`config.mk`:
```
export PLATFORM = sky130hd
export DESIGN_NAME = sleep_wake_sequencer
export DESIGN_NICKNAME = d
export VERILOG_FILES = /design/src/rtl/sleep_wake_pkg.sv /design/src/rtl/press_timer.sv /design/src/rtl/sleep_wake_sequencer.sv
export SDC_FILE = /design/constraint.sdc
export NUM_CORES = 1
export LEC_CHECK = 0
export ABC_AREA = 1
export BUFFER_PORTS_ARGS = -buffer_cell sky130_fd_sc_hd__buf_2
export CAP_MARGIN = 20
export CELL_PAD_IN_SITES_DETAIL_PLACEMENT = 1
export CELL_PAD_IN_SITES_GLOBAL_PLACEMENT = 1
export CORE_AREA = 4 4 120 87
export DETAILED_ROUTE_END_ITERATION = 8
export DIE_AREA = 0 0 124 91
export HOLD_SLACK_MARGIN = 0.03
export PLACE_DENSITY = 0.81
export REMOVE_ABC_BUFFERS = 1
export SYNTH_ARGS = -nofsm -noshare
export SYNTH_HDL_FRONTEND = slang
export SYNTH_SLANG_ARGS = --single-unit
```
`constraint.sdc`:
```
create_clock -name clk -period 3.6 [get_ports clk]
set_clock_uncertainty 0.2 [all_clocks]
set_input_delay 0 -clock clk [delete_from_list [all_inputs] [get_ports clk]]
set_output_delay 0 -clock clk [all_outputs]
set_load 0.01 [all_outputs]
```
`src/rtl/sleep_wake_pkg.sv`:
```
// shared types and constants for the sleep/wake sequencer
// assumes a single 250 MHz standby clock domain
package sleep_wake_pkg;

   // ----------------------------------------------------------------
   // timing
   // ----------------------------------------------------------------
   localparam int unsigned CLK_MHZ = 250;
   localparam int unsigned LONG_PRESS_MS = 4000;
   localparam longint unsigned LONG_PRESS_CYCLES = 64'(LONG_PRESS_MS) * 64'(CLK_MHZ) * 64'd1000;
   localparam int unsigned HOLD_W = 30;
   localparam int unsigned DEBOUNCE_CYCLES = 16;
   localparam int unsigned DEB_W = 5;

   // ----------------------------------------------------------------
   // wake source bit positions
   // ----------------------------------------------------------------
   localparam int unsigned WK_LAN = 0;
   localparam int unsigned WK_PME = 1;
   localparam int unsigned WK_PWRSW = 2;
   localparam int unsigned WK_RTC = 3;
   localparam int unsigned WK_SERIAL = 4;
   localparam int unsigned WK_USB = 5;
   localparam int unsigned WK_PCIE = 6;
   localparam int unsigned WK_PS2 = 7;
   localparam int unsigned WK_NUM = 8;

   // sources honoured from every sleep state
   localparam logic [7:0] WK_DEEP_MASK = 8'hCF;
   // every source is honoured from the light sleep states
   localparam logic [7:0] WK_LIGHT_MASK = 8'hFF;

   // ----------------------------------------------------------------
   // power states
   // ----------------------------------------------------------------
   typedef enum logic [2:0]
   {
      PS_S0 = 3'h0,
      PS_S1 = 3'h1,
      PS_S3 = 3'h3,
      PS_S4 = 3'h4,
      PS_S5 = 3'h5
   } power_state_t;

   // request from the operating system
   typedef struct packed
   {
      logic valid;
      power_state_t target;
   } os_request_t;

   // rail and domain enables driven out
   typedef struct packed
   {
      logic main_rails;
      logic cpu_run;
      logic dev_power;
      logic usb_power;
      logic wake_logic;
   } power_ctl_t;

endpackage

```
`src/rtl/press_timer.sv`:
```
// power switch press timer: debounces and measures hold time
// assumes sw_level is already synchronised to clk
`timescale 1ns/100ps
`default_nettype none
module press_timer
(
   input wire logic clk,
   input wire logic reset_n,
   input wire logic sw_level,
   output logic short_press,
   output logic long_press
);
   import sleep_wake_pkg::*;

   localparam logic [HOLD_W-1:0] LONG_LIMIT = HOLD_W'(LONG_PRESS_CYCLES);
   localparam logic [DEB_W-1:0] DEB_LIMIT = DEB_W'(DEBOUNCE_CYCLES);

   logic [DEB_W-1:0] deb_cnt;
   logic pressed;
   logic [HOLD_W-1:0] hold_cnt;
   logic long_done;

   // ----------------------------------------------------------------
   // debounce
   // ----------------------------------------------------------------
   always_ff @(posedge clk or negedge reset_n)
   begin
      if (!reset_n)
      begin
         deb_cnt <= '0;
         pressed <= 1'b0;
      end
      else if (sw_level == pressed)
         deb_cnt <= '0;
      else if (deb_cnt == DEB_LIMIT)
      begin
         deb_cnt <= '0;
         pressed <= sw_level;
      end
      else
         deb_cnt <= deb_cnt + DEB_W'(1);
   end

   // ----------------------------------------------------------------
   // hold measurement
   // ----------------------------------------------------------------
   // hold time counter
   always_ff @(posedge clk or negedge reset_n)
   begin
      if (!reset_n)
      begin
         hold_cnt <= '0;
         long_done <= 1'b0;
         short_press <= 1'b0;
         long_press <= 1'b0;
      end
      else
      begin
         short_press <= 1'b0;
         long_press <= 1'b0;
         if (pressed)
         begin
            if (!long_done && hold_cnt == LONG_LIMIT - HOLD_W'(1))
            begin
               long_done <= 1'b1; // fires while still held
               long_press <= 1'b1;
            end
            else if (!long_done)
               hold_cnt <= hold_cnt + HOLD_W'(1);
         end
         else
         begin
            // short press reported on release
            if (hold_cnt != '0 && !long_done)
               short_press <= 1'b1;
            hold_cnt <= '0;
            long_done <= 1'b0;
         end
      end
   end

endmodule // press_timer
`default_nettype wire

```
`src/rtl/sleep_wake_sequencer.sv`:
```
// system sleep/wake sequencer: power state machine with switch and wake sources
// assumes an always-on standby clock; all wake and switch pins are asynchronous
//
// Overview of operation
// - soft-off plus short press powers on
// - working plus short press enters sleep
// - working plus long press forces soft-off
// - sleeping plus short press wakes up
// - sleeping plus long press goes soft-off
// - wake sources qualified by sleep state
// - usb wakes only from S1, S3
// - usb ports off in S4, S5
// - pcie wake gated by firmware enable
// - operating system can command soft-off
// - one switch for power and sleep
// - S4-S5 only wake logic powered, S3 adds usb
// - pcie wake exits S1 to S5
`timescale 1ns/100ps
`default_nettype none
module sleep_wake_sequencer
(
   input wire logic clk,
   input wire logic rst_n,
   input wire logic pwr_sw_n,
   input wire logic [7:0] wake_in,
   input wire logic pcie_wake_en,
   input wire sleep_wake_pkg::power_state_t sleep_type,
   input wire sleep_wake_pkg::os_request_t os_req,
   output sleep_wake_pkg::power_state_t cur_state,
   output sleep_wake_pkg::power_ctl_t power_ctl,
   output logic wake_event,
   output logic [7:0] wake_source
);
   import sleep_wake_pkg::*;

   // ----------------------------------------------------------------
   // reset release
   // ----------------------------------------------------------------
   logic rst_meta;
   logic reset_n;

   // two flops release the asynchronous reset
   always_ff @(posedge clk or negedge rst_n)
   begin
      if (!rst_n)
      begin
         rst_meta <= 1'b0;
         reset_n <= 1'b0;
      end
      else
      begin
         rst_meta <= 1'b1;
         reset_n <= rst_meta;
      end
   end

   // ----------------------------------------------------------------
   // pin synchronisers
   // ----------------------------------------------------------------
   logic sw_meta;
   logic sw_sync;
   logic [WK_NUM-1:0] wk_meta;
   logic [WK_NUM-1:0] wk_sync;
   logic en_meta;
   logic en_sync;

   // switch is active low on the pin
   always_ff @(posedge clk or negedge reset_n)
   begin
      if (!reset_n)
      begin
         sw_meta <= 1'b0;
         sw_sync <= 1'b0;
         en_meta <= 1'b0;
         en_sync <= 1'b0;
      end
      else
      begin
         sw_meta <= ~pwr_sw_n;
         sw_sync <= sw_meta;
         en_meta <= pcie_wake_en;
         en_sync <= en_meta;
      end
   end

   // one synchroniser per wake source
   genvar gi;
   generate
      for (gi = 0; gi < WK_NUM; gi++)
      begin : g_wk_sync
         always_ff @(posedge clk or negedge reset_n)
         begin
            if (!reset_n)
            begin
               wk_meta[gi] <= 1'b0;
               wk_sync[gi] <= 1'b0;
            end
            else
            begin
               wk_meta[gi] <= wake_in[gi];
               wk_sync[gi] <= wk_meta[gi];
            end
         end
      end
   endgenerate

   // ----------------------------------------------------------------
   // switch press timing
   // ----------------------------------------------------------------
   logic short_press;
   logic long_press;

   press_timer u_press_timer
   (
      .clk(clk),
      .reset_n(reset_n),
      .sw_level(sw_sync),
      .short_press(short_press),
      .long_press(long_press)
   );

   // ----------------------------------------------------------------
   // wake qualification
   // ----------------------------------------------------------------
   logic light_sleep;
   logic deep_sleep;
   logic [WK_NUM-1:0] wk_enabled;
   logic [WK_NUM-1:0] wk_qual;
   logic any_wake;

   // light sleeps take every source, deep ones a subset
   assign light_sleep = (cur_state == PS_S1) || (cur_state == PS_S3);
   assign deep_sleep = (cur_state == PS_S4) || (cur_state == PS_S5);

   always_comb
   begin
      wk_enabled = wk_sync;
      wk_enabled[WK_PCIE] = wk_sync[WK_PCIE] & en_sync;
   end

   always_comb
   begin
      if (light_sleep)
         wk_qual = wk_enabled & WK_LIGHT_MASK;
      else if (deep_sleep)
         wk_qual = wk_enabled & WK_DEEP_MASK;
      else
         wk_qual = '0;
   end

   // any qualified source resumes the system
   assign any_wake = |wk_qual;

   // ----------------------------------------------------------------
   // operating system requests
   // ----------------------------------------------------------------
   logic os_target_ok;
   logic os_take;

   // only sleep or off codes may be requested
   assign os_target_ok = (os_req.target == PS_S1) || (os_req.target == PS_S3) || (os_req.target == PS_S4)
      || (os_req.target == PS_S5);

   // an illegal code would leave the state register unencoded
   assign os_take = os_req.valid && os_target_ok;

   // ----------------------------------------------------------------
   // power state machine
   // ----------------------------------------------------------------
   power_state_t next_state;
   logic valid_sleep;

   // other codes fall back to the lightest sleep
   assign valid_sleep = (sleep_type == PS_S1) || (sleep_type == PS_S3) || (sleep_type == PS_S4);

   always_comb
   begin
      next_state = cur_state;
      unique case (cur_state)
         PS_S0:
         begin
            if (long_press)
               next_state = PS_S5;
            else if (short_press)
               next_state = valid_sleep ? sleep_type : PS_S1;
            else if (os_take)
               next_state = os_req.target;
         end
         PS_S1, PS_S3, PS_S4:
         begin
            if (long_press)
               next_state = PS_S5;
            else if (short_press || any_wake)
               next_state = PS_S0;
         end
         PS_S5:
         begin
            if (short_press || any_wake)
               next_state = PS_S0;
         end
         default:
            next_state = PS_S5;
      endcase
   end

   // ----------------------------------------------------------------
   // state register
   // ----------------------------------------------------------------
   // reset lands in soft-off
   always_ff @(posedge clk or negedge reset_n)
   begin
      if (!reset_n)
         cur_state <= PS_S5;
      else
         cur_state <= next_state;
   end

   // ----------------------------------------------------------------
   // rail decode for the state being entered
   // ----------------------------------------------------------------
   power_ctl_t next_ctl;
   logic [WK_NUM-1:0] next_source;

   always_comb
   begin
      next_ctl = '{main_rails: 1'b0, cpu_run: 1'b0, dev_power: 1'b0, usb_power: 1'b0, wake_logic: 1'b1};
      unique case (next_state)
         PS_S0:
         begin
            next_ctl.main_rails = 1'b1;
            next_ctl.cpu_run = 1'b1;
            next_ctl.dev_power = 1'b1;
            next_ctl.usb_power = 1'b1;
         end
         PS_S1:
         begin
            // processor stopped, devices stay powered
            next_ctl.main_rails = 1'b1;
            next_ctl.dev_power = 1'b1;
            next_ctl.usb_power = 1'b1;
         end
         PS_S3:
            next_ctl.usb_power = 1'b1; // kept for light-sleep usb wake
         PS_S4, PS_S5:
            next_ctl.wake_logic = 1'b1; // nothing but the wake logic
      endcase
   end

   // switch press reported as the switch source bit
   always_comb
   begin
      next_source = wk_qual;
      if (short_press)
         next_source[WK_PWRSW] = 1'b1;
   end

   // ----------------------------------------------------------------
   // power controls and wake report
   // ----------------------------------------------------------------
   // registered so the rails follow the state in the same cycle
   always_ff @(posedge clk or negedge reset_n)
   begin
      if (!reset_n)
         power_ctl <= '{main_rails: 1'b0, cpu_run: 1'b0, dev_power: 1'b0, usb_power: 1'b0, wake_logic: 1'b1};
      else
         power_ctl <= next_ctl;
   end

   // pulse and latched source of the wake that resumed
   always_ff @(posedge clk or negedge reset_n)
   begin
      if (!reset_n)
      begin
         wake_event <= 1'b0;
         wake_source <= 8'h00;
      end
      else
      begin
         wake_event <= 1'b0;
         if (cur_state != PS_S0 && next_state == PS_S0)
         begin
            wake_event <= 1'b1;
            wake_source <= next_source;
         end
      end
   end

endmodule // sleep_wake_sequencer
`default_nettype wire

```
-- Word-level counts from Yosys, hierarchy flattened
Index checks and enable logic that the tools add are counted.
- flip-flop bits (word level): 76
- input bits: 19
- output and inout bits: 17
- logic and storage cells: 106
- add/subtract/negate cells: 2
- equal/unequal tests: 19
- muxes and demuxes: 25
- bitwise logic cells: 3
- reduce and logical (&&, ||, !) cells: 23
- operator list (cell ; number):
    $mux W30 ; 3
    $add A30 B1 Y30 const B ; 1
    $eq A30 B30 Y1 const B ; 1
    $reduce_bool A30 Y1 ; 1
    $mux W3 ; 6
    $mux W8 ; 2
    $eq A3 B3 Y1 const B ; 5
    $eq A3 B1 Y1 const B ; 4
    $eq A3 B2 Y1 const B ; 4
    $mux W1 ; 11
    $mux W5 ; 2
    $pmux W3 S3 ; 1
    $logic_or A1 B1 Y1 ; 8
    $reduce_or A8 Y1 ; 1
    $logic_not A3 Y1 ; 2
    $ne A2 B2 Y1 const B ; 3
    $reduce_or A3 Y1 ; 2
    $add A5 B1 Y5 const B ; 1
    $eq A5 B5 Y1 const B ; 1
    $logic_and A1 B1 Y1 ; 4
    $reduce_and A2 Y1 ; 2
    $reduce_bool A3 Y1 ; 1
    $not A1 Y1 ; 2
    $reduce_or A2 Y1 ; 1
    3 further kinds ; 3

-- Depth between registers and ports, before layout
Gate-level depths: netlist of run 1.
- word-level depth: 12
- gate-level depth with buffers: 14
- depth with buffers taken out: 14

-- Hierarchy
Synthesis of run 1 repeated with hierarchy kept, for this count alone.
- cell total of the unflattened synthesis: 531
- area, all modules: 4081.4 um^2
- modules (own cells, without submodules) (module ; times used ; cells an instance ; area each (um^2) ; seq. area each (um^2)):
    press_timer ; 1 ; 381 ; 2567.5 ; 975.9
    sleep_wake_sequencer ; 1 ; 150 ; 1514.0 ; 928.4

-- Worst setup path before layout of run 1
Ideal clock, no wire load.
- kind: register to register
- start: register u_press_timer.hold_cnt[0]
- end: register u_press_timer.hold_cnt[10]
- setup time: 0.122 ns
- arrival: 1.676 ns
- data required time: 3.278 ns
- slack: 1.602 ns
- cell stages (with the launch flop): 12
- buffers on the path: 1
- clock period less this slack: 1.998 ns
- cell sequence: dfrtp_1 ha_1 inv_1 nor3_4 nand2_2 nor3_2 nand3_2 o21ai_4 inv_6 buf_6 nand2_1 o21ai_2
- longest elaborated chain between the ends: 4
- elaborated cells on any way between the ends: 8
- classes of those cells: add/sub: 1; eq/ne: 2; mux: 3; reduce/logical: 2
- ends and longest elaborated chain (what ; RTL line ; source):
    from (decl) ; press_timer.sv:20 ; logic [HOLD_W-1:0] hold_cnt;
    from (signal assigned) ; press_timer.sv:69 ; hold_cnt <= hold_cnt + HOLD_W'(1);
    $add A30 B1 Y30 / $eq A30 B30 Y1 (equally long branches) ; press_timer.sv:69, press_timer.sv:63 ;
    $mux W30 / $logic_and A1 B1 Y1 (equally long branches) ; press_timer.sv:68, press_timer.sv:63 ;
    $mux W30 / $ne A2 B2 Y1 (equally long branches) ; n/a ;
    $mux W30 / $reduce_and A2 Y1 (equally long branches) ; n/a ;
Parallel ways exist; a longest one is shown, timed or not. The select of a mux whose other input is x is not followed.
A chain may end at the register's enable or synchronous reset.

-- Worst setup path in the final report of run 1
- start: register cur_state[1]
- end: register cur_state[1]
- longest elaborated chain between the ends: 9
- elaborated cells on any way between the ends: 18
- classes of those cells: eq/ne: 4; mux: 8; reduce/logical: 6
- ends and longest elaborated chain (what ; RTL line ; source):
    from (decl) ; sleep_wake_sequencer.sv:29 ; output sleep_wake_pkg::power_state_t cur_state,
    from (signal assigned) ; sleep_wake_sequencer.sv:215 ; cur_state <= next_state;
    $eq A3 B3 Y1 ; sleep_wake_sequencer.sv:133, sleep_wake_sequencer.sv:179 ;
    $logic_or A1 B1 Y1 ; sleep_wake_sequencer.sv:133 ; assign deep_sleep = (cur_state == PS_S4) || (cur_state == PS_S5);
    $mux W8 ; sleep_wake_sequencer.sv:145 ; else if (deep_sleep)
    $mux W8 ; sleep_wake_sequencer.sv:143 ; if (light_sleep)
    $reduce_or A8 Y1 ; sleep_wake_sequencer.sv:152 ; assign any_wake = |wk_qual;
    $logic_or A1 B1 Y1 ; sleep_wake_sequencer.sv:193, sleep_wake_sequencer.sv:198 ;
    $mux W3 ; sleep_wake_sequencer.sv:193, sleep_wake_sequencer.sv:198 ;
    $mux W3 ; sleep_wake_sequencer.sv:191 ; if (long_press)
    $pmux W3 S3 * ; sleep_wake_sequencer.sv:179 ; unique case (cur_state)
    via next_state[1] ; sleep_wake_sequencer.sv:170 ; power_state_t next_state;
The timed path passes the listed nets; every way through them passes the cells marked *.

==> impl_metrics.tcl, run 1 <==
set metrics [dict create \
    yosys.area.top_type_share_pct 46.0 \
    ys.flop_type "dfrtp_1" \
    grt.busiest_layer "met2" \
    postCtsHoldBufs 15 \
    leakage_nw 2.20 \
    hp-class "input port to flop" \
    dp_hpwl_mm 8.46 \
    finalPower_mw 2.48 \
    worstMarginPinSlew_ns 0.965 \
    post_cts_buffers 0 \
    met2_usage_pct 33.6 \
    clk_path_buf_depth 2 \
    die_w_um 124 \
    grt_usage_pct 21.9 \
    yosysWarnings 0 \
    cts.sinks 76 \
    diodes 0 \
    fin_ws_ns 0.782 \
    fp.coreArea_sq_um 9110 \
    crit_chain "inv_1, nand3_1, a21oi_1, o31ai_1, dlygate4sd3_1, a21oi_1, dlygate4sd3_1" \
    die_area_sq_um 11300 \
    yosysMostFrequentCell "nand2_1" \
    setup_viol 0 \
    io_pins 36 \
    synth_cell_types 37 \
    rsz0062_at_grt "false" \
    min_period_over_period_pct 78.3 \
    layout_min_cycle_time_ns 2.82 \
    drc_errors 0 \
    avgSynthCellArea_sq_um 7.98 \
    syn_to_final_growth_pct 17.5 \
    cp-end-kind "flop" \
    path_delay_family "buffers and inverters" \
    startpoint_type "flop" \
    place_congestion 0.916 \
    run_status "completed" \
    antenna_found_initial 0 \
    drive_gt1_share_pct 14.6 \
    vias 3643 \
    cts-htree-levels 3 \
    routed_wl_mm 11.9 \
    syn_area_sq_um 4020 \
    use_met1_pct 32.1 \
    clk_latency_ns 0.34 \
    criticalPathCategory "flop to flop" \
    finalSetupTns_ns 0 \
    final_hold_viol_count 0 \
    grt_pass1_wl_mm 19.4 \
    grt-ovfl-total 0 \
    synth_common_cells "nand2_1, dfrtp_1, inv_1" \
    syn_inst 504 \
    drt_pass1_iterations 5 \
    synth_edf_count 0 \
    drv_cap 0 \
    fillers 1133 \
    vdd_ir_drop_max_mv 0.279 \
    arrival_ns 2.88 \
    synth-seq-cells 76 \
    worst-path-max-fanout 10 \
    drt_iter0_markers 285 \
    slowest_stage "dlygate4sd3_1" \
    numCtsBuffers 9 \
    cellPowerDensity_nw_per_um2 526 \
    worst-path-buf-inv 3 \
    slowest_delay_ns 0.57 \
    vias_per_cell 5.33 \
    grt_pass1_vias 3743 \
    cts_root_buffer "clkbuf_16" \
    clk_pin_slew_ns 0.06 \
    slew_headroom_pct 35.7 \
    cts_resized 0 \
    wl_per_cell_um 17.4 \
    dp_slack_ns 1.16 \
    max_freq_mhz 355 \
    ys_seq_area_share_pct 47.4 \
    ant_nets 0 \
    grt_start_max_net_pins 75 \
    final-max-slew-violation-count 0 \
    synth_top_area_cell "dfrtp_1" \
    cts_tree "yes" \
    die_y_um 91 \
    rows 29 \
    numPortBuffers 34 \
    worstPathRequired_ns 3.67 \
    grt.met3_usage_pct 4.29 \
    synth_area_leaders "dfrtp_1, nand2_1, nand3_1, inv_1, nor2_1" \
    layout.nets 578 \
    start_util_pct 44.2 \
    synth-async-reset-ratio_pct 100 \
]
## power breakdown
part / internal, mW / leakage, nW / total (mW) / switching [mW]
sequential: 0.945 / 0.984 / 1.01 / 0.0677
clock: 0.538 / 0.143 / 0.906 / 0.368
combinational: 0.195 / 1.07 / 0.566 / 0.371
## flip-flops by register name (all words and copies together), names as in the netlist, 3 cells and up
register and flops:
u_press_timer.hold_cnt 30, wake_source 8, wk_meta 8, wk_enabled 7
u_press_timer.deb_cnt 5, cur_state 3, power_ctl 3
## worst register-to-register path: cells and delay by family, from the launching register on
kind / cells / cell delay, ns
AND/OR/NAND/NOR: 1 / 0.36
flip-flops: 1 / 0.43
AO/OA/AOI/OAI: 3 / 0.52
buffers and inverters: 3 / 1.24
## metal layers
layer / routed length [um] / vias up / part of all wire, %
met4: 193 / 0 / 1.6
met1: 5600 / 1776 / 47
met3: 768 / 22 / 6.5
met2: 5330 / 119 / 45
met5: 0 / - / 0
li1: - / 1726 / -
## final timing paths
check	depth (start not counted)	end	slack, ns	start
max	7	cur_state[1]$_DFF_PN0_	0.78	cur_state[1]$_DFF_PN0_
min	6	cur_state[2]$_DFF_PN1_	0.03	sleep_type[1]
max reg2reg	7	cur_state[1]$_DFF_PN0_	0.78	cur_state[1]$_DFF_PN0_
min reg2reg	0	wk_enabled[3]$_DFF_PN0_	0.15	wk_meta[3]$_DFF_PN0_
max in group asynchronous	0	u_press_timer.hold_cnt[21]$_DFFE_PN0P_	2.28	reset_n$_DFF_PN0_
min in group asynchronous	0	wk_sync[6]$_DFF_PN0_	0.27	reset_n$_DFF_PN0_
## per-stage QoR
step	util (%)	hold WS (ns)	instance area [sq um]	cells
floorplan	-	-0.496	3940	493
finish	51.9	0.0285	4720	684
global route	51.9	0.0872	4720	684
detailed placement	47.0	-0.410	4280	653
CTS	51.9	0.0376	4720	684
global placement	47.0	-0.416	4280	653
## kinds of logic after synthesis
| logic type | Yosys count | synth area share, % |
|---|---|---|
| and+or+nand+nor | 285 | 32.2 |
| adders and majority gates | 4 | 1.24 |
| DFF | 76 | 47.4 |
| AOI/OAI and AO/OA | 46 | 7.25 |
| xor gates and xnor gates | 16 | 3.48 |
| buffers and inverters | 76 | 8.34 |
| other | 1 | 0.0933 |
## final cells by class
| class | instances | area, sq um | share of cell area [%] |
|---|---|---|---|
| clock inverters | 6 | 65.1 | 1.38 |
| well taps | 124 | 155 | 3.28 |
| repair buffers | 51 | 335 | 7.10 |
| multi-input cells | 353 | 1790 | 37.8 |
| clock buffers | 10 | 229 | 4.85 |
| flip-flops and latches | 76 | 1910 | 40.4 |
| inverters | 64 | 245 | 5.19 |
## cells in the final DEF (no fill, tap or decap), types with 2 or more instances in the layout
cell type      instances
dfstp_2                2
nor3_1                16
o21ai_0               20
nand3b_1               2
xnor2_1                3
inv_1                 62
ha_1                   4
nand3_1               47
nor3_2                 2
nand4_1               13
nor2_1                51
a21o_1                 2
dfrtp_1               73
nand3_2                2
clkbuf_16              9
dlygate4sd3_1         15
nand2_1              127
nor4_1                12
o31ai_1                2
o21ai_2                9
o21ai_1                4
a21oi_1                6
conb_1                 2
xor2_1                13
nand2_2                2
or2_2                  6
inv_6                  2
buf_4                  2
clkinv_2               2
buf_2                 34
Power figures use the tool's default switching activity.
==> run 2, diff against run 1 <==
--- a/config.mk
+++ b/config.mk
@@ -10,11 +10,11 @@
 export CAP_MARGIN = 20
 export CELL_PAD_IN_SITES_DETAIL_PLACEMENT = 1
 export CELL_PAD_IN_SITES_GLOBAL_PLACEMENT = 1
-export CORE_AREA = 4 4 120 87
+export CORE_AREA = 4 4 125 91
 export DETAILED_ROUTE_END_ITERATION = 8
-export DIE_AREA = 0 0 124 91
+export DIE_AREA = 0 0 129 95
 export HOLD_SLACK_MARGIN = 0.03
-export PLACE_DENSITY = 0.81
+export PLACE_DENSITY = 0.78
 export REMOVE_ABC_BUFFERS = 1
 export SYNTH_ARGS = -nofsm -noshare
 export SYNTH_HDL_FRONTEND = slang
==> constraint.sdc (replaced) <==
create_clock -name clk -period 2.3 [get_ports clk]
set_clock_uncertainty 0.2 [all_clocks]
set_input_delay 0 -clock clk [delete_from_list [all_inputs] [get_ports clk]]
set_output_delay 0 -clock clk [all_outputs]
set_load 0.01 [all_outputs]
==> impl_metrics.tcl, run 2 (synthesis results as in run 1) <==
set metrics [dict create \
    grt_start_max_net_pins 75 \
    leakage_nw 2.33 \
    dp_hpwl_mm 8.57 \
    hp-class "input port to flop" \
    instances_no_fill 711 \
    grt_pass1_wl_mm 19.7 \
    startpoint_type "flop" \
    final-max-slew-violation-count 0 \
    setup_viol 0 \
    cellPowerDensity_nw_per_um2 878 \
    io_pins 36 \
    die_area_sq_um 12300 \
    grt_usage_pct 20.9 \
    die_w_um 129 \
    fp.coreArea_sq_um 10200 \
    vias 3677 \
    final_common_cell "nand2_1" \
    layout_common_cells "nand2_1, dfrtp_1, inv_1" \
    clk_path_buf_depth 2 \
    die_y_um 95 \
    dp_slack_ns -0.000876 \
    wl_per_cell_um 17.5 \
    largest_register "u_press_timer.hold_cnt" \
    clk_latency_ns 0.35 \
    timing.hold.ws_ns 0.0441 \
    top_regs "u_press_timer.hold_cnt (30), wake_source (8), wk_meta (8)" \
    cts-htree-levels 3 \
    dpl.cell_count 673 \
    drive_gt1_share_pct 19.9 \
    routed_wl_mm 12.4 \
    finalSetupTns_ns 0 \
    fin_util_pct 49.4 \
    criticalPathCategory "flop to flop" \
    place_congestion 0.951 \
    layout_min_cycle_time_ns 2.25 \
    cts_root_buffer "clkbuf_16" \
    max_freq_mhz 444 \
    numCtsBuffers 9 \
    start_util_pct 39.6 \
    run_status "completed" \
    diodes 0 \
    layout.nets 597 \
    largest_reg_flops 30 \
    fin_ws_ns 0.0478 \
    ant_nets 0 \
    grt_pass1_vias 3820 \
    cts_tree "yes" \
    clk_pin_slew_ns 0.06 \
    rows 31 \
    vias_per_cell 5.17 \
    drc_errors 0 \
    drt_iter0_markers 275 \
    worst-path-max-fanout 5 \
    grt-ovfl-total 0 \
    antenna_found_initial 0 \
    arrival_ns 2.32 \
    cts.sinks 76 \
    cp-end-kind "flop" \
    syn_to_final_growth_pct 24.8 \
    worstPathRequired_ns 2.37 \
    drt_pass1_iterations 4 \
    min_period_over_period_pct 97.9 \
    drv_cap 0 \
    final_hold_viol_count 0 \
    vdd_ir_drop_max_mv 0.384 \
    numPortBuffers 34 \
]
-- run 2: cell count changes in the layout (fill, tap and decap cells not counted), sizes merged --
cell / before / now
buf: 36 / 53
bufinv: 1 / 3
clkbuf: 10 / 9
clkinv: 3 / 2
nand2: 130 / 131
nor2: 53 / 54
-- run 2: area by class of cell --
type	instances	area, sq um
clock buffer	9	225
timing repair buffer	68	479
fill	1239	5140
inverter	64	245
multi-input combinational	355	1870
clock inverter	7	124
sequential	76	1910
tap	132	165
-- run 2: per-stage QoR --
stage | cell area [sq um] | power, mW
after floorplan | 3940 | 2.15
after global placement | 4390 | 2.42
after detailed placement | 4390 | 2.46
after CTS | 4910 | 4.27
after global routing | 5020 | 4.64
final | 5020 | 4.41
-- run 2: worst paths after layout --
check | slack (ns) | to | startpoint | depth (start not counted)
max | 0.05 | u_press_timer.hold_cnt[22]$_DFFE_PN0P_ | u_press_timer.hold_cnt[8]$_DFFE_PN0P_ | 7
min | 0.04 | cur_state[1]$_DFF_PN0_ | os_req[2] | 6
max reg2reg | 0.05 | u_press_timer.hold_cnt[22]$_DFFE_PN0P_ | u_press_timer.hold_cnt[8]$_DFFE_PN0P_ | 7
min reg2reg | 0.14 | u_press_timer.hold_cnt[18]$_DFFE_PN0P_ | reset_n$_DFF_PN0_ | 1
max in group asynchronous | 1.41 | cur_state[2]$_DFF_PN1_ | reset_n$_DFF_PN0_ | 1
min in group asynchronous | 0.14 | u_press_timer.hold_cnt[18]$_DFFE_PN0P_ | reset_n$_DFF_PN0_ | 1
-- run 2: timing repair --
item	CTS	global route
gates resized for setup	4	15
buffers inserted	0	5
endpoints found under the hold margin	14	0
cloned	1	1
hold buffers	15	0
setup endpoints to repair	9	23
pin swaps	1	8
-- run 2: layer usage --
metal | share of wire [%] | up-vias | track usage [%]
met2 | 46 | 93 | 32.7
met3 | 7.1 | 17 | 6.61
met5 | 0 | - | 0
met4 | 1.7 | 0 | 6.21
li1 | - | 1768 | -
met1 | 45 | 1799 | 28.0
-- run 2: critical path: stages, from the launching register on --
cell and delay, ns:
dfrtp_1 0.42, inv_1 0.14, nor3_1 0.45, nand2_1 0.20, nor3_1 0.39, or2_2 0.18
nand3_1 0.05, o21ai_0 0.15
-- run 2: where the power goes --
part / internal, mW / switching, mW
registers: 1.48 / 0.0860
clock network: 1.07 / 0.614
logic: 0.419 / 0.738
total: 2.97 / 1.44
==> run 3, diff against run 2 <==
--- a/config.mk
+++ b/config.mk
@@ -10,11 +10,13 @@
 export CAP_MARGIN = 20
 export CELL_PAD_IN_SITES_DETAIL_PLACEMENT = 1
 export CELL_PAD_IN_SITES_GLOBAL_PLACEMENT = 1
-export CORE_AREA = 4 4 125 91
+export CORE_AREA = 4 4 122 89
+export CTS_BUF_LIST = sky130_fd_sc_hd__clkbuf_4
 export DETAILED_ROUTE_END_ITERATION = 8
-export DIE_AREA = 0 0 129 95
+export DIE_AREA = 0 0 126 93
 export HOLD_SLACK_MARGIN = 0.03
-export PLACE_DENSITY = 0.78
+export PLACE_DENSITY = 0.81
+export RECOVER_POWER = 25
 export REMOVE_ABC_BUFFERS = 1
 export SYNTH_ARGS = -nofsm -noshare
 export SYNTH_HDL_FRONTEND = slang
==> impl_metrics.tcl, run 3 (synthesis results as in run 1) <==
set metrics [dict create \
    largest_register "u_press_timer.hold_cnt" \
    worstPathRequired_ns 2.43 \
    cellPowerDensity_nw_per_um2 733 \
    instances_no_fill 717 \
    timing.hold.ws_ns 0.0453 \
    grt_start_max_net_pins 35 \
    cts-htree-levels 3 \
    layout_min_cycle_time_ns 2.24 \
    grt_usage_pct 23.3 \
    die_area_sq_um 11700 \
    leakage_nw 2.28 \
    layout_common_cells "nand2_1, dfrtp_1, inv_1" \
    antenna_found_initial 1 \
    top_regs "u_press_timer.hold_cnt (30), wake_source (8), wk_meta (8)" \
    drt_pass1_iterations 5 \
    arrival_ns 2.37 \
    worstMarginPinSlew_ns 1.06 \
    layout.nets 607 \
    fin_util_pct 51.6 \
    grt-ovfl-total 0 \
    cts.sinks 76 \
    vdd_ir_drop_max_mv 0.301 \
    rsz0062_at_grt "true" \
    io_pins 36 \
    drt_iter0_markers 378 \
    clk_pin_slew_ns 0.10 \
    slew_headroom_pct 29.4 \
    min_period_over_period_pct 97.3 \
    start_util_pct 41.8 \
    largest_reg_flops 30 \
    syn_to_final_growth_pct 23.4 \
    cts_root_buffer "clkbuf_4" \
    vias 3907 \
    final_hold_viol_count 0 \
    criticalPathCategory "flop to flop" \
    die_y_um 93 \
    routed_wl_mm 13.5 \
    drv_cap 0 \
    startpoint_type "flop" \
    numCtsBuffers 9 \
    clk_latency_ns 0.45 \
    finalPower_mw 3.64 \
    place_congestion 0.914 \
    clk_path_buf_depth 2 \
    die_w_um 126 \
    cp-end-kind "flop" \
    drive_gt1_share_pct 19.0 \
    rows 30 \
    grt_pass1_wl_mm 21.3 \
    hp-class "input port to flop" \
    dp_hpwl_mm 8.86 \
    run_status "completed" \
    ant_nets 0 \
    final_common_cell "nand2_1" \
    fp.coreArea_sq_um 9610 \
    cts_tree "yes" \
    worst-path-max-fanout 7 \
    grt_pass1_vias 4037 \
    final-max-slew-violation-count 0 \
    dpl.cell_count 667 \
    numPortBuffers 34 \
    wl_per_cell_um 18.8 \
    drc_errors 0 \
    max_freq_mhz 447 \
    setup_viol 0 \
    vias_per_cell 5.45 \
]
## run 3: cell types whose count changed in the layout (fill, tap and decap cells not counted), moves of 2 or more
| cell | delta |
|---|---|
| clkbuf_16 | -9 |
| nor3_1 | -2 |
| clkbuf_4 | +12 |
| buf_4 | -5 |
| dlygate4sd3_1 | +13 |
| nor3_2 | +2 |
| clkinv_4 | -2 |
## run 3: final timing paths
check | depth (start not counted) | startpoint | end | slack [ns]
worst min register to register | 0 | wk_meta[6]$_DFF_PN0_ | wk_sync[6]$_DFF_PN0_ | 0.17
max in group asynchronous | 1 | reset_n$_DFF_PN0_ | wake_source[7]$_DFFE_PN0P_ | 0.79
worst max-delay path | 7 | u_press_timer.hold_cnt[13]$_DFFE_PN0P_ | u_press_timer.hold_cnt[28]$_DFFE_PN0P_ | 0.06
worst max register to register | 7 | u_press_timer.hold_cnt[13]$_DFFE_PN0P_ | u_press_timer.hold_cnt[28]$_DFFE_PN0P_ | 0.06
worst min-delay path | 7 | sleep_type[2] | cur_state[2]$_DFF_PN1_ | 0.05
min in group asynchronous | 3 | rst_n | reset_n$_DFF_PN0_ | 0.23
## run 3: where the power goes
group          switching, mW  internal, mW
registers             0.0973          1.48
clock network          0.454         0.469
logic                  0.735         0.401
total                   1.29          2.35
## run 3: layer usage
metal,up-vias,wire (um),track usage [%]
li1,1786,-,-
met1,1902,5810,30.8
met2,169,6280,36.9
met3,50,987,6.34
met4,0,406,8.48
met5,-,0,0
## run 3: worst max-delay path: stages, from the launching register on
cell	delay, ns
dfrtp_1	0.38
clkinvlp_4	0.22
nor3_2	0.35
nand2_1	0.17
nor3_1	0.30
a21o_1	0.17
nand3_1	0.08
o21ai_0	0.26
## run 3: per-stage QoR
| step | setup TNS [ns] | setup WS, ns | cell area, sq um |
|---|---|---|---|
| floorplan | -12.22 | -0.170 | 3940 |
| global route | -0.197 | -0.0611 | 4960 |
| CTS | 0 | 0.0205 | 4820 |
| global placement | 0 | 0.0982 | 4370 |
| finish | 0 | 0.0628 | 4960 |
| detailed placement | 0 | 0.00504 | 4370 |
## run 3: cell type report
cell class                 count  area (sq um)
fill                        1181          4650
sequential                    76          1910
multi-input combinational    355          1880
timing repair buffer          78           607
inverter                      64           249
tap                          128           160
clock buffer                  12          90.1
clock inverter                 3          63.8
antenna                        1          2.50
## run 3: timing repair
item / 4_1_cts / 5_1_grt
setup buffers: 0 / 4
gates resized for setup: 2 / 23
setup endpoints to repair: 2 / 26
pin swaps: 1 / 4
hold buffers: 28 / 0
endpoints found under the hold margin: 15 / 0
cloned: 1 / 1
